[config.mk]
export PLATFORM = sky130hd
export DESIGN_NAME = afidc_top
export DESIGN_NICKNAME = d
export VERILOG_FILES = /design/src/afidc_pkg.sv /design/src/afidc_fifo_if.sv /design/src/afidc_top.sv /design/src/afidc_fifo.sv
export SDC_FILE = /design/constraint.sdc
export NUM_CORES = 1
export LEC_CHECK = 0
export BUFFER_PORTS_ARGS = -buffer_cell sky130_fd_sc_hd__buf_2
export CAP_MARGIN = 20
export CORE_MARGIN = 2
export CORE_UTILIZATION = 25
export CTS_BUF_LIST = sky130_fd_sc_hd__clkbuf_4 sky130_fd_sc_hd__clkbuf_8
export DETAILED_ROUTE_END_ITERATION = 6
export MAX_ROUTING_LAYER = met4
export SETUP_SLACK_MARGIN = 0.4
export SLEW_MARGIN = 20
export SYNTH_ARGS = -nofsm -noshare
export SYNTH_HDL_FRONTEND = slang
export SYNTH_SLANG_ARGS = --single-unit
[constraint.sdc]
create_clock -name clk_in -period 3.69 [get_ports clk_in]
set_input_delay 0.9225 -clock clk_in [delete_from_list [all_inputs] [get_ports clk_in]]
set_output_delay 0.9225 -clock clk_in [all_outputs]
set_load 0.02 [all_outputs]
[src/afidc_pkg.sv]
// package of constants for the converter fifo service block
// assumes a 32-bit register port with byte-free word decode
package afidc_pkg;
   // widths and depths
   localparam int AFIDC_DATA_W = 16;
   localparam int AFIDC_FIFO_DEPTH = 8;
   localparam int AFIDC_ADDR_W = 8;
   localparam int AFIDC_LIMIT_W = 4;
   localparam int AFIDC_THR_W = 3;
   localparam int AFIDC_STS_W = 2;
   // register offsets (byte addresses)
   localparam logic [7:0] AFIDC_OFS_DATA = 8'h00;
   localparam logic [7:0] AFIDC_OFS_RUN = 8'h04;
   localparam logic [7:0] AFIDC_OFS_FIFO_IRQ = 8'h10;
   localparam logic [7:0] AFIDC_OFS_DMA = 8'h14;
   localparam logic [7:0] AFIDC_OFS_CMP0 = 8'h18;
   localparam logic [7:0] AFIDC_OFS_IRQ_STS = 8'h20;
   localparam logic [7:0] AFIDC_OFS_IRQ_MASK = 8'h24;
   // field positions
   localparam int AFIDC_RUN_BIT = 0;
   localparam int AFIDC_LVL_EN_BIT = 31;
   localparam int AFIDC_THR_LSB = 0;
   localparam int AFIDC_DMA_EN_BIT = 0;
   localparam int AFIDC_CMP_VAL_LSB = 16;
   localparam int AFIDC_CMP_LIMIT_LSB = 8;
   localparam int AFIDC_CMP_FLAG_BIT = 7;
   localparam int AFIDC_CMP_DIR_BIT = 2;
   localparam int AFIDC_CMP_IE_BIT = 1;
   localparam int AFIDC_CMP_EN_BIT = 0;
   localparam int AFIDC_STS_LEVEL_BIT = 0;
   localparam int AFIDC_STS_CMP_BIT = 1;
   // reset values
   localparam logic [31:0] AFIDC_REG_RESET = 32'h0000_0000;
endpackage

[src/afidc_fifo_if.sv]
// carrier between the service logic and its sample fifo
// assumes both ends share one clock
`timescale 1ns/1ps
interface afidc_fifo_if #(parameter int W = 16, parameter int CW = 4);
   logic push;          // write one word
   logic [W-1:0] push_data;
   logic pop;           // drop the head word
   logic flush;         // empty the fifo now
   logic [W-1:0] head;  // oldest word
   logic [CW-1:0] count; // words held
   logic empty;
   logic full;
   modport fifo (input push, push_data, pop, flush, output head, count, empty, full);
   modport user (output push, push_data, pop, flush, input head, count, empty, full);
endinterface

[src/afidc_top.sv]
// How it works
// RULE1: level enable raises interrupt above threshold
// RULE2: level condition is count strictly above threshold
// RULE3: dma request while enabled and fifo nonempty
// RULE4: sixteen-bit compare value checked per output word
// RULE5: each satisfying word bumps the match counter
// RULE6: flag sets when counter reaches limit plus one
// RULE7: flag holds until software writes one
// RULE8: direction bit picks less or greater-equal
// RULE9: flag with irq enable raises interrupt
// RULE10: comparator idle while its enable is zero
// RULE11: data read pops; empty read repeats last
// RULE12: clearing run empties fifo and stops sampling
// RULE13: counter clears on disable, flag and reset
// RULE14: both interrupts are level, on one line
//
// service logic around the converter sample fifo: registers, level irq, dma request, comparator
// assumes samples and bus come from logic on clk_in; dma reads the data word over this bus
`timescale 1ns/1ps
module afidc_top
   import afidc_pkg::*;
#(
   parameter int FIFO_DEPTH = AFIDC_FIFO_DEPTH
) (
   // clock and reset
   input wire logic clk_in,
   input wire logic reset_n_in,
   // register port
   input wire logic [AFIDC_ADDR_W-1:0] addr_in,
   input wire logic [31:0] wdata_in,
   input wire logic wr_in,
   input wire logic rd_in,
   output logic [31:0] rdata_out,
   // converter core side
   input wire logic [AFIDC_DATA_W-1:0] sample_in,
   input wire logic sample_valid_in,
   output logic converter_run_out,
   // dma and interrupt
   output logic dma_req_out,
   output logic irq_out
);
   localparam int CNT_W = $clog2(FIFO_DEPTH + 1);

   typedef struct packed {
      logic run;                          // converter running
      logic lvl_en;                       // fifo level irq enable
      logic [AFIDC_THR_W-1:0] thr;        // fifo threshold level
      logic dma_en;                       // dma receive enable
      logic [AFIDC_DATA_W-1:0] cmp_val;   // compare value
      logic [AFIDC_LIMIT_W-1:0] limit;    // match count limit
      logic flag;                         // compare hit flag
      logic dir;                          // compare direction
      logic cmp_ie;                       // compare irq enable
      logic cmp_en;                       // comparator enable
      logic [AFIDC_LIMIT_W:0] match_cnt;  // one bit wider; clears instead of reaching limit plus one
      logic [AFIDC_STS_W-1:0] sts;        // sticky event status
      logic [AFIDC_STS_W-1:0] mask;       // event mask
      logic lvl_prev;                     // level condition last cycle
      logic [AFIDC_DATA_W-1:0] last_word; // repeated on empty reads
      logic [31:0] rdata;                 // read data register
      logic dma_req;
      logic irq;
   } afidc_state_t;

   afidc_state_t s_r, s_nxt;
   afidc_fifo_if #(.W(AFIDC_DATA_W), .CW(CNT_W)) fq ();

   logic rd_data;     // read of the data word
   logic pop;         // word leaves the fifo
   logic lvl_cond;    // count above threshold
   logic hit;         // head satisfies the compare direction
   logic cnt_match;   // counter reaches limit plus one on this hit
   logic flag_set;
   logic [AFIDC_STS_W-1:0] events;
   logic [AFIDC_LIMIT_W:0] cnt_inc;

   // the fifo itself
   afidc_fifo #(.W(AFIDC_DATA_W), .DEPTH(FIFO_DEPTH)) u_fifo (
      .clk_in(clk_in),
      .reset_n_in(reset_n_in),
      .f(fq.fifo)
   );

   // fifo drive; samples are dropped while stopped or full
   assign fq.push = sample_valid_in && s_r.run; // RULE12
   assign fq.push_data = sample_in;
   assign fq.pop = pop;
   assign fq.flush = !s_r.run; // RULE12

   // outputs straight from flip-flops
   assign rdata_out = s_r.rdata;
   assign converter_run_out = s_r.run;
   assign dma_req_out = s_r.dma_req;
   assign irq_out = s_r.irq;

   // decode, comparator and register updates
   always_comb begin
      s_nxt = s_r;
      rd_data = rd_in && (addr_in == AFIDC_OFS_DATA);
      pop = rd_data && !fq.empty; // RULE11
      lvl_cond = fq.count > CNT_W'(s_r.thr); // RULE2
      // unsigned compare; less-than when dir is zero
      hit = s_r.dir ? (fq.head >= s_r.cmp_val) : (fq.head < s_r.cmp_val); // RULE4 RULE8
      cnt_inc = s_r.match_cnt + 1'b1;
      cnt_match = (cnt_inc == ({1'b0, s_r.limit} + 1'b1)); // RULE6
      flag_set = 1'b0;

      // comparator counts only words that really leave the fifo
      if (!s_r.cmp_en) begin
         s_nxt.match_cnt = '0; // RULE10 RULE13
      end else if (pop && hit) begin
         if (cnt_match) begin
            flag_set = 1'b1; // RULE6
            s_nxt.match_cnt = '0; // RULE13
         end else begin
            s_nxt.match_cnt = cnt_inc; // RULE5
         end
      end

      if (pop) begin
         s_nxt.last_word = fq.head;
      end

      // register writes
      if (wr_in) begin
         unique case (addr_in)
            AFIDC_OFS_RUN: begin
               s_nxt.run = wdata_in[AFIDC_RUN_BIT];
            end
            AFIDC_OFS_FIFO_IRQ: begin
               s_nxt.lvl_en = wdata_in[AFIDC_LVL_EN_BIT];
               s_nxt.thr = wdata_in[AFIDC_THR_LSB +: AFIDC_THR_W];
            end
            AFIDC_OFS_DMA: begin
               s_nxt.dma_en = wdata_in[AFIDC_DMA_EN_BIT];
            end
            AFIDC_OFS_CMP0: begin
               s_nxt.cmp_val = wdata_in[AFIDC_CMP_VAL_LSB +: AFIDC_DATA_W];
               s_nxt.limit = wdata_in[AFIDC_CMP_LIMIT_LSB +: AFIDC_LIMIT_W];
               s_nxt.dir = wdata_in[AFIDC_CMP_DIR_BIT];
               s_nxt.cmp_ie = wdata_in[AFIDC_CMP_IE_BIT];
               s_nxt.cmp_en = wdata_in[AFIDC_CMP_EN_BIT];
               // write one clears; zero leaves the flag alone
               if (wdata_in[AFIDC_CMP_FLAG_BIT]) begin
                  s_nxt.flag = 1'b0; // RULE7
               end
            end
            AFIDC_OFS_IRQ_MASK: begin
               s_nxt.mask = wdata_in[AFIDC_STS_W-1:0];
            end
            default: begin
               // other offsets are read-only or unmapped
            end
         endcase
      end
      // a hit in the clearing cycle is not lost
      if (flag_set) begin
         s_nxt.flag = 1'b1; // RULE6 RULE7
      end

      // read data, only in the cycle after the strobe
      s_nxt.rdata = AFIDC_REG_RESET;
      if (rd_in) begin
         unique case (addr_in)
            AFIDC_OFS_DATA: begin
               s_nxt.rdata[AFIDC_DATA_W-1:0] = fq.empty ? s_r.last_word : fq.head; // RULE11
            end
            AFIDC_OFS_RUN: begin
               s_nxt.rdata[AFIDC_RUN_BIT] = s_r.run;
            end
            AFIDC_OFS_FIFO_IRQ: begin
               s_nxt.rdata[AFIDC_LVL_EN_BIT] = s_r.lvl_en;
               s_nxt.rdata[AFIDC_THR_LSB +: AFIDC_THR_W] = s_r.thr;
            end
            AFIDC_OFS_DMA: begin
               s_nxt.rdata[AFIDC_DMA_EN_BIT] = s_r.dma_en;
            end
            AFIDC_OFS_CMP0: begin
               s_nxt.rdata[AFIDC_CMP_VAL_LSB +: AFIDC_DATA_W] = s_r.cmp_val;
               s_nxt.rdata[AFIDC_CMP_LIMIT_LSB +: AFIDC_LIMIT_W] = s_r.limit;
               s_nxt.rdata[AFIDC_CMP_FLAG_BIT] = s_r.flag;
               s_nxt.rdata[AFIDC_CMP_DIR_BIT] = s_r.dir;
               s_nxt.rdata[AFIDC_CMP_IE_BIT] = s_r.cmp_ie;
               s_nxt.rdata[AFIDC_CMP_EN_BIT] = s_r.cmp_en;
            end
            AFIDC_OFS_IRQ_STS: begin
               s_nxt.rdata[AFIDC_STS_W-1:0] = s_r.sts;
            end
            AFIDC_OFS_IRQ_MASK: begin
               s_nxt.rdata[AFIDC_STS_W-1:0] = s_r.mask;
            end
            default: begin
               // unmapped reads return zero
            end
         endcase
      end

      // sticky status: read clears, a new event wins
      events = '0;
      events[AFIDC_STS_LEVEL_BIT] = lvl_cond && !s_r.lvl_prev;
      events[AFIDC_STS_CMP_BIT] = flag_set;
      s_nxt.lvl_prev = lvl_cond;
      s_nxt.sts = ((rd_in && addr_in == AFIDC_OFS_IRQ_STS) ? '0 : s_r.sts) | events;

      // dma request is a level while data waits
      s_nxt.dma_req = s_r.dma_en && !fq.empty; // RULE3
      // one level interrupt line from all sources
      s_nxt.irq = (s_r.lvl_en && lvl_cond) || (s_r.cmp_ie && s_r.flag) || (|(s_r.sts & s_r.mask)); // RULE1 RULE9 RULE14
   end

   // state register
   always_ff @(posedge clk_in or negedge reset_n_in) begin
      if (!reset_n_in) begin
         s_r <= '0; // RULE13
      end else begin
         s_r <= s_nxt;
      end
   end
endmodule

[src/afidc_fifo.sv]
// sample fifo in flip-flops, indexed by read and write pointers
// assumes the user never pops when empty; pushes into a full fifo are dropped
`timescale 1ns/1ps
module afidc_fifo #(
   parameter int W = 16,
   parameter int DEPTH = 8
) (
   // clock and reset
   input wire logic clk_in,
   input wire logic reset_n_in,
   // fifo side of the carrier
   afidc_fifo_if.fifo f
);
   localparam int AW = (DEPTH > 1) ? $clog2(DEPTH) : 1;
   localparam int CW = $clog2(DEPTH + 1);
   localparam logic [AW-1:0] LAST = AW'(DEPTH - 1);

   typedef struct packed {
      logic [DEPTH-1:0][W-1:0] mem; // storage
      logic [AW-1:0] wp;            // write index
      logic [AW-1:0] rp;            // read index
      logic [CW-1:0] cnt;           // fill level
   } afidc_fifo_state_t;

   afidc_fifo_state_t s_r, s_nxt;
   logic push_ok;
   logic pop_ok;

   // outputs straight from state
   assign f.head = s_r.mem[s_r.rp];
   assign f.count = s_r.cnt;
   assign f.empty = (s_r.cnt == '0);
   assign f.full = (s_r.cnt == CW'(DEPTH));

   // next state; flush wins over everything
   always_comb begin
      s_nxt = s_r;
      push_ok = f.push && !f.full;
      pop_ok = f.pop && !f.empty;
      if (push_ok) begin
         s_nxt.mem[s_r.wp] = f.push_data;
         s_nxt.wp = (s_r.wp == LAST) ? '0 : s_r.wp + 1'b1;
      end
      if (pop_ok) begin
         s_nxt.rp = (s_r.rp == LAST) ? '0 : s_r.rp + 1'b1;
      end
      // count moves only when exactly one side acts
      if (push_ok && !pop_ok) begin
         s_nxt.cnt = s_r.cnt + 1'b1;
      end else if (pop_ok && !push_ok) begin
         s_nxt.cnt = s_r.cnt - 1'b1;
      end
      if (f.flush) begin
         s_nxt.wp = '0;
         s_nxt.rp = '0;
         s_nxt.cnt = '0;
      end
   end

   // state register
   always_ff @(posedge clk_in or negedge reset_n_in) begin
      if (!reset_n_in) begin
         s_r <= '0;
      end else begin
         s_r <= s_nxt;
      end
   end
endmodule

==> metrics.cfg <==
[clock_network]
clk_root_buffer_cell=sky130_fd_sc_hd__clkbuf_8
clk_latency_ns=0.54
clock_tree.buffer_depth=3
holdBufCountCts=0
cts_tree=yes
clock_pin_slew_worst_setup_and_hold_paths_ns=0.06
cts_inserted_buffers=42
clock-sinks=228
htreeDepth=2

[synthesis]
synthesis.area_per_instance_sq_um=13.82
primary_ff_master_synth=sky130_fd_sc_hd__dfrtp_1
synth_fp_nets=870
async_reset_ff_frac=1.000
ys.warnings.count=0
postSynthRegisterBits=228
yosysUniqueCellTypes=56
post_synth_instance_area_sq_mm=0.01080
synth.yosys.seq_area_share=0.5285
synthesis.instances=781
yosysTopAreaCell=sky130_fd_sc_hd__dfrtp_1
post_synth_main_area_contributors=sky130_fd_sc_hd__dfrtp_1, sky130_fd_sc_hd__mux2_2, sky130_fd_sc_hd__mux4_2, sky130_fd_sc_hd__ha_1, sky130_fd_sc_hd__buf_4
synth_enable_flop_cells=0
post-synth-top-area-fraction=0.5285

[floorplanning]
die_x_um=211.8
design.die.area_sq_mm=0.04487
initial_core_utilization=0.2518
floorplan.die.height_um=211.8
rows=76
boundaryPins=96
core_area_sq_mm=0.04289

[timing]
report.final.setup_viol=0
timing.final.max_slew_violations=0
fin_skew_ns=0.02580
min_period_over_period=0.9608
finalSetupTns_ns=0
hold_violations_final=0
achievable_frequency_mhz=282.1
period_needed_ns=3.545
max-slew-margin-rel=0.3224
max_slew.worst_pin.slew_ns=1.016
rsz_0062_raised_after_global_routing=yes

[critical_path]
rr_endpoint=s_r[59]$_DFFE_PN0P_
endpoint_kind=register
ff2ff_path_depth=12
required_ns=4.10
crit_arrival_ns=3.96
worst-path-max-fanout=6
crit_type=register to register
rrSetupSlack_ns=0.14
cp-endpoint=s_r[59]$_DFFE_PN0P_
rr_startpoint=u_fifo.s_r[4]$_DFFE_PN0P_
timing.critical_path.from_type=register
crit_path_start=u_fifo.s_r[4]$_DFFE_PN0P_

[layout]
design.final.nets=972
share_of_cells_above_drive_strength_1=0.4769
areaGrowthSynthToFinish_pct=21.35
fillers=4271
post-route-util=0.3055

[global_routing]
globalRoute.totalOverflow=0
grt_pass1_vias=6902
pin_count_of_the_biggest_net_entering_global_routing=90
antenna_found_initial=5
grt_pass1_wl_um=39790
track_usage=0.1175

[placement]
globalplace.congestion=0.7681
port_buffers=87
hpwlAfterDp_um=16410

[power_and_ir_drop]
power.clock.fraction=0.427
internal_power_mw=4.352
seq_power_share=0.453
net-switching-power_mw=1.416
switching_share=0.2455
power.density_cell_area_mw_per_mm2=440.2
peakVddDrop_uv=192.1
power.static_leakage_nw=6.402
power.combinational.fraction=0.120

[hold_path]
worst_hold_path_type=input pin to async pin

[drt]
vias_per_cell=4.374
wl_um=24960
drtAntennaViolNets=0
drt-initial-drc-count=285
router_iterations_before_antenna_repair=7
via_count=6565
routed_wire_length_per_instance_um=16.63
drcViolationCount=0

[run]
cap_violations=0

[outcome]
status=finished clean

worst min path at each step:
stage / end / slack [ns] / depth (start not counted)
after global placement: s_r[53]$_DFF_PN0_ / 0.43 / 1
final: s_r[67]$_DFFE_PN0P_ / 0.41 / 1
after global routing: s_r[45]$_DFFE_PN0P_ / 0.45 / 1
after floorplan: s_r[53]$_DFF_PN0_ / 0.41 / 1
after detailed placement: s_r[53]$_DFF_PN0_ / 0.45 / 1
after CTS: rdata_out[25]$_DFF_PN0_ / 0.42 / 1
stage by stage:
stage	setup slack [ns]	total power, mW	instance area, sq um	cells	hold WS, ns
after CTS	0.1364	5.817	12990	1493	0.4212
after global placement	0.07474	3.255	11930	1413	0.4321
after detailed placement	0.08956	3.264	11930	1413	0.4545
final	0.1447	5.768	13100	1501	0.4067
after floorplan	0.3913	3.011	10880	781	0.4137
after global routing	0.005107	6.048	13100	1500	0.4546
registers in the layout, indices dropped and copies added, names as in the netlist:
signal             flops
rdata_out             32
dma_req_out            1
u_fifo.s_r           134
converter_run_out      1
u_fifo.f.count         4
irq_out                1
s_r                   55
what timing repair did:
| action | in CTS | in global routing |
|---|---|---|
| endpoints found under the hold margin | 0 | 0 |
| gates resized for setup | 14 | 9 |
| endpoints found under the setup margin | 7 | 7 |
| cloned | 2 | 0 |
| pin swaps | 8 | 6 |
| setup buffers | 7 | 2 |
layout make-up:
class	count	area [sq um]	share of cell area
diodes	6	15.01	0.001146
inverters	23	86.33	0.006590
clock buffers	63	792.0	0.06045
well taps	585	732.0	0.05587
flip-flops and latches	228	5707	0.4356
clock inverters	8	67.56	0.005157
repair buffers	128	913.4	0.06972
multi-input cells	460	4788	0.3655
cells in the mapped netlist, drive strengths merged, types with 7 or more instances:
cell and count:
dfrtp 228, mux2 174, buf 49, mux4 32
ha 27, a21o 25, nor2b 25, inv 23
nand2 22, clkbuf 21, and3 18, nor2 18
a21oi 13, nand3 11, mux2i 10, o21ai 9
xnor2 8, nor3 7
placed cells by master, fill, tap and decap left out, types with 10 or more instances in the layout:
cell type                  instances
sky130_fd_sc_hd__ha_1             19
sky130_fd_sc_hd__mux2_2          167
sky130_fd_sc_hd__nor2_1           18
sky130_fd_sc_hd__nor2b_1          25
sky130_fd_sc_hd__clkbuf_4         12
sky130_fd_sc_hd__and3_1           17
sky130_fd_sc_hd__dfrtp_1         227
sky130_fd_sc_hd__buf_2            86
sky130_fd_sc_hd__mux4_2           32
sky130_fd_sc_hd__inv_1            23
sky130_fd_sc_hd__a21oi_1          12
sky130_fd_sc_hd__a21o_1           25
sky130_fd_sc_hd__clkbuf_8         51
sky130_fd_sc_hd__mux2i_1          10
sky130_fd_sc_hd__nand2_1          21
sky130_fd_sc_hd__buf_4            28
kinds of logic (layout without fill, tap and decap cells):
kind of cell / after synthesis / after routing / share of synthesized area
flip-flops: 228 / 228 / 0.5285
multiplexers: 216 / 216 / 0.2575
AND/OR/NAND/NOR: 132 / 132 / 0.07359
buffers and inverters: 93 / 222 / 0.04578
AO/OA/AOI/OAI: 70 / 70 / 0.04717
adder cells (fa/ha/maj): 28 / 28 / 0.03314
XOR/XNOR: 14 / 14 / 0.01437
other: 0 / 6 / 0
power by group through the flow:
| stage | Combinational (mW) | Sequential, mW | Clock, mW |
|---|---|---|---|
| after floorplan | 0.368 | 2.64 | 0 |
| after global placement | 0.603 | 2.65 | 0 |
| after detailed placement | 0.609 | 2.66 | 0 |
| after CTS | 0.665 | 2.61 | 2.54 |
| after global routing | 0.772 | 2.62 | 2.66 |
| final | 0.690 | 2.61 | 2.47 |
per-layer routing:
metal	vias up	global-route usage	wire length (um)
met5	-	-	0
met4	0	0.03133	411
met3	40	0.02982	1315
met2	132	0.1858	11680
met1	3374	0.1498	11550
li1	3019	-	-
worst max-delay path: stages, from the launching register on:
cell,delay (ns)
sky130_fd_sc_hd__dfrtp_2,0.51
sky130_fd_sc_hd__buf_12,0.15
sky130_fd_sc_hd__buf_16,0.11
sky130_fd_sc_hd__mux4_2,0.48
sky130_fd_sc_hd__mux2_4,0.30
sky130_fd_sc_hd__ha_4,0.26
sky130_fd_sc_hd__nand4_1,0.17
sky130_fd_sc_hd__or4_1,0.57
sky130_fd_sc_hd__and4_4,0.17
sky130_fd_sc_hd__a211oi_4,0.30
sky130_fd_sc_hd__buf_6,0.16
sky130_fd_sc_hd__mux2i_1,0.17
sky130_fd_sc_hd__nor2b_1,0.06
(Power assumes the default switching activity.)
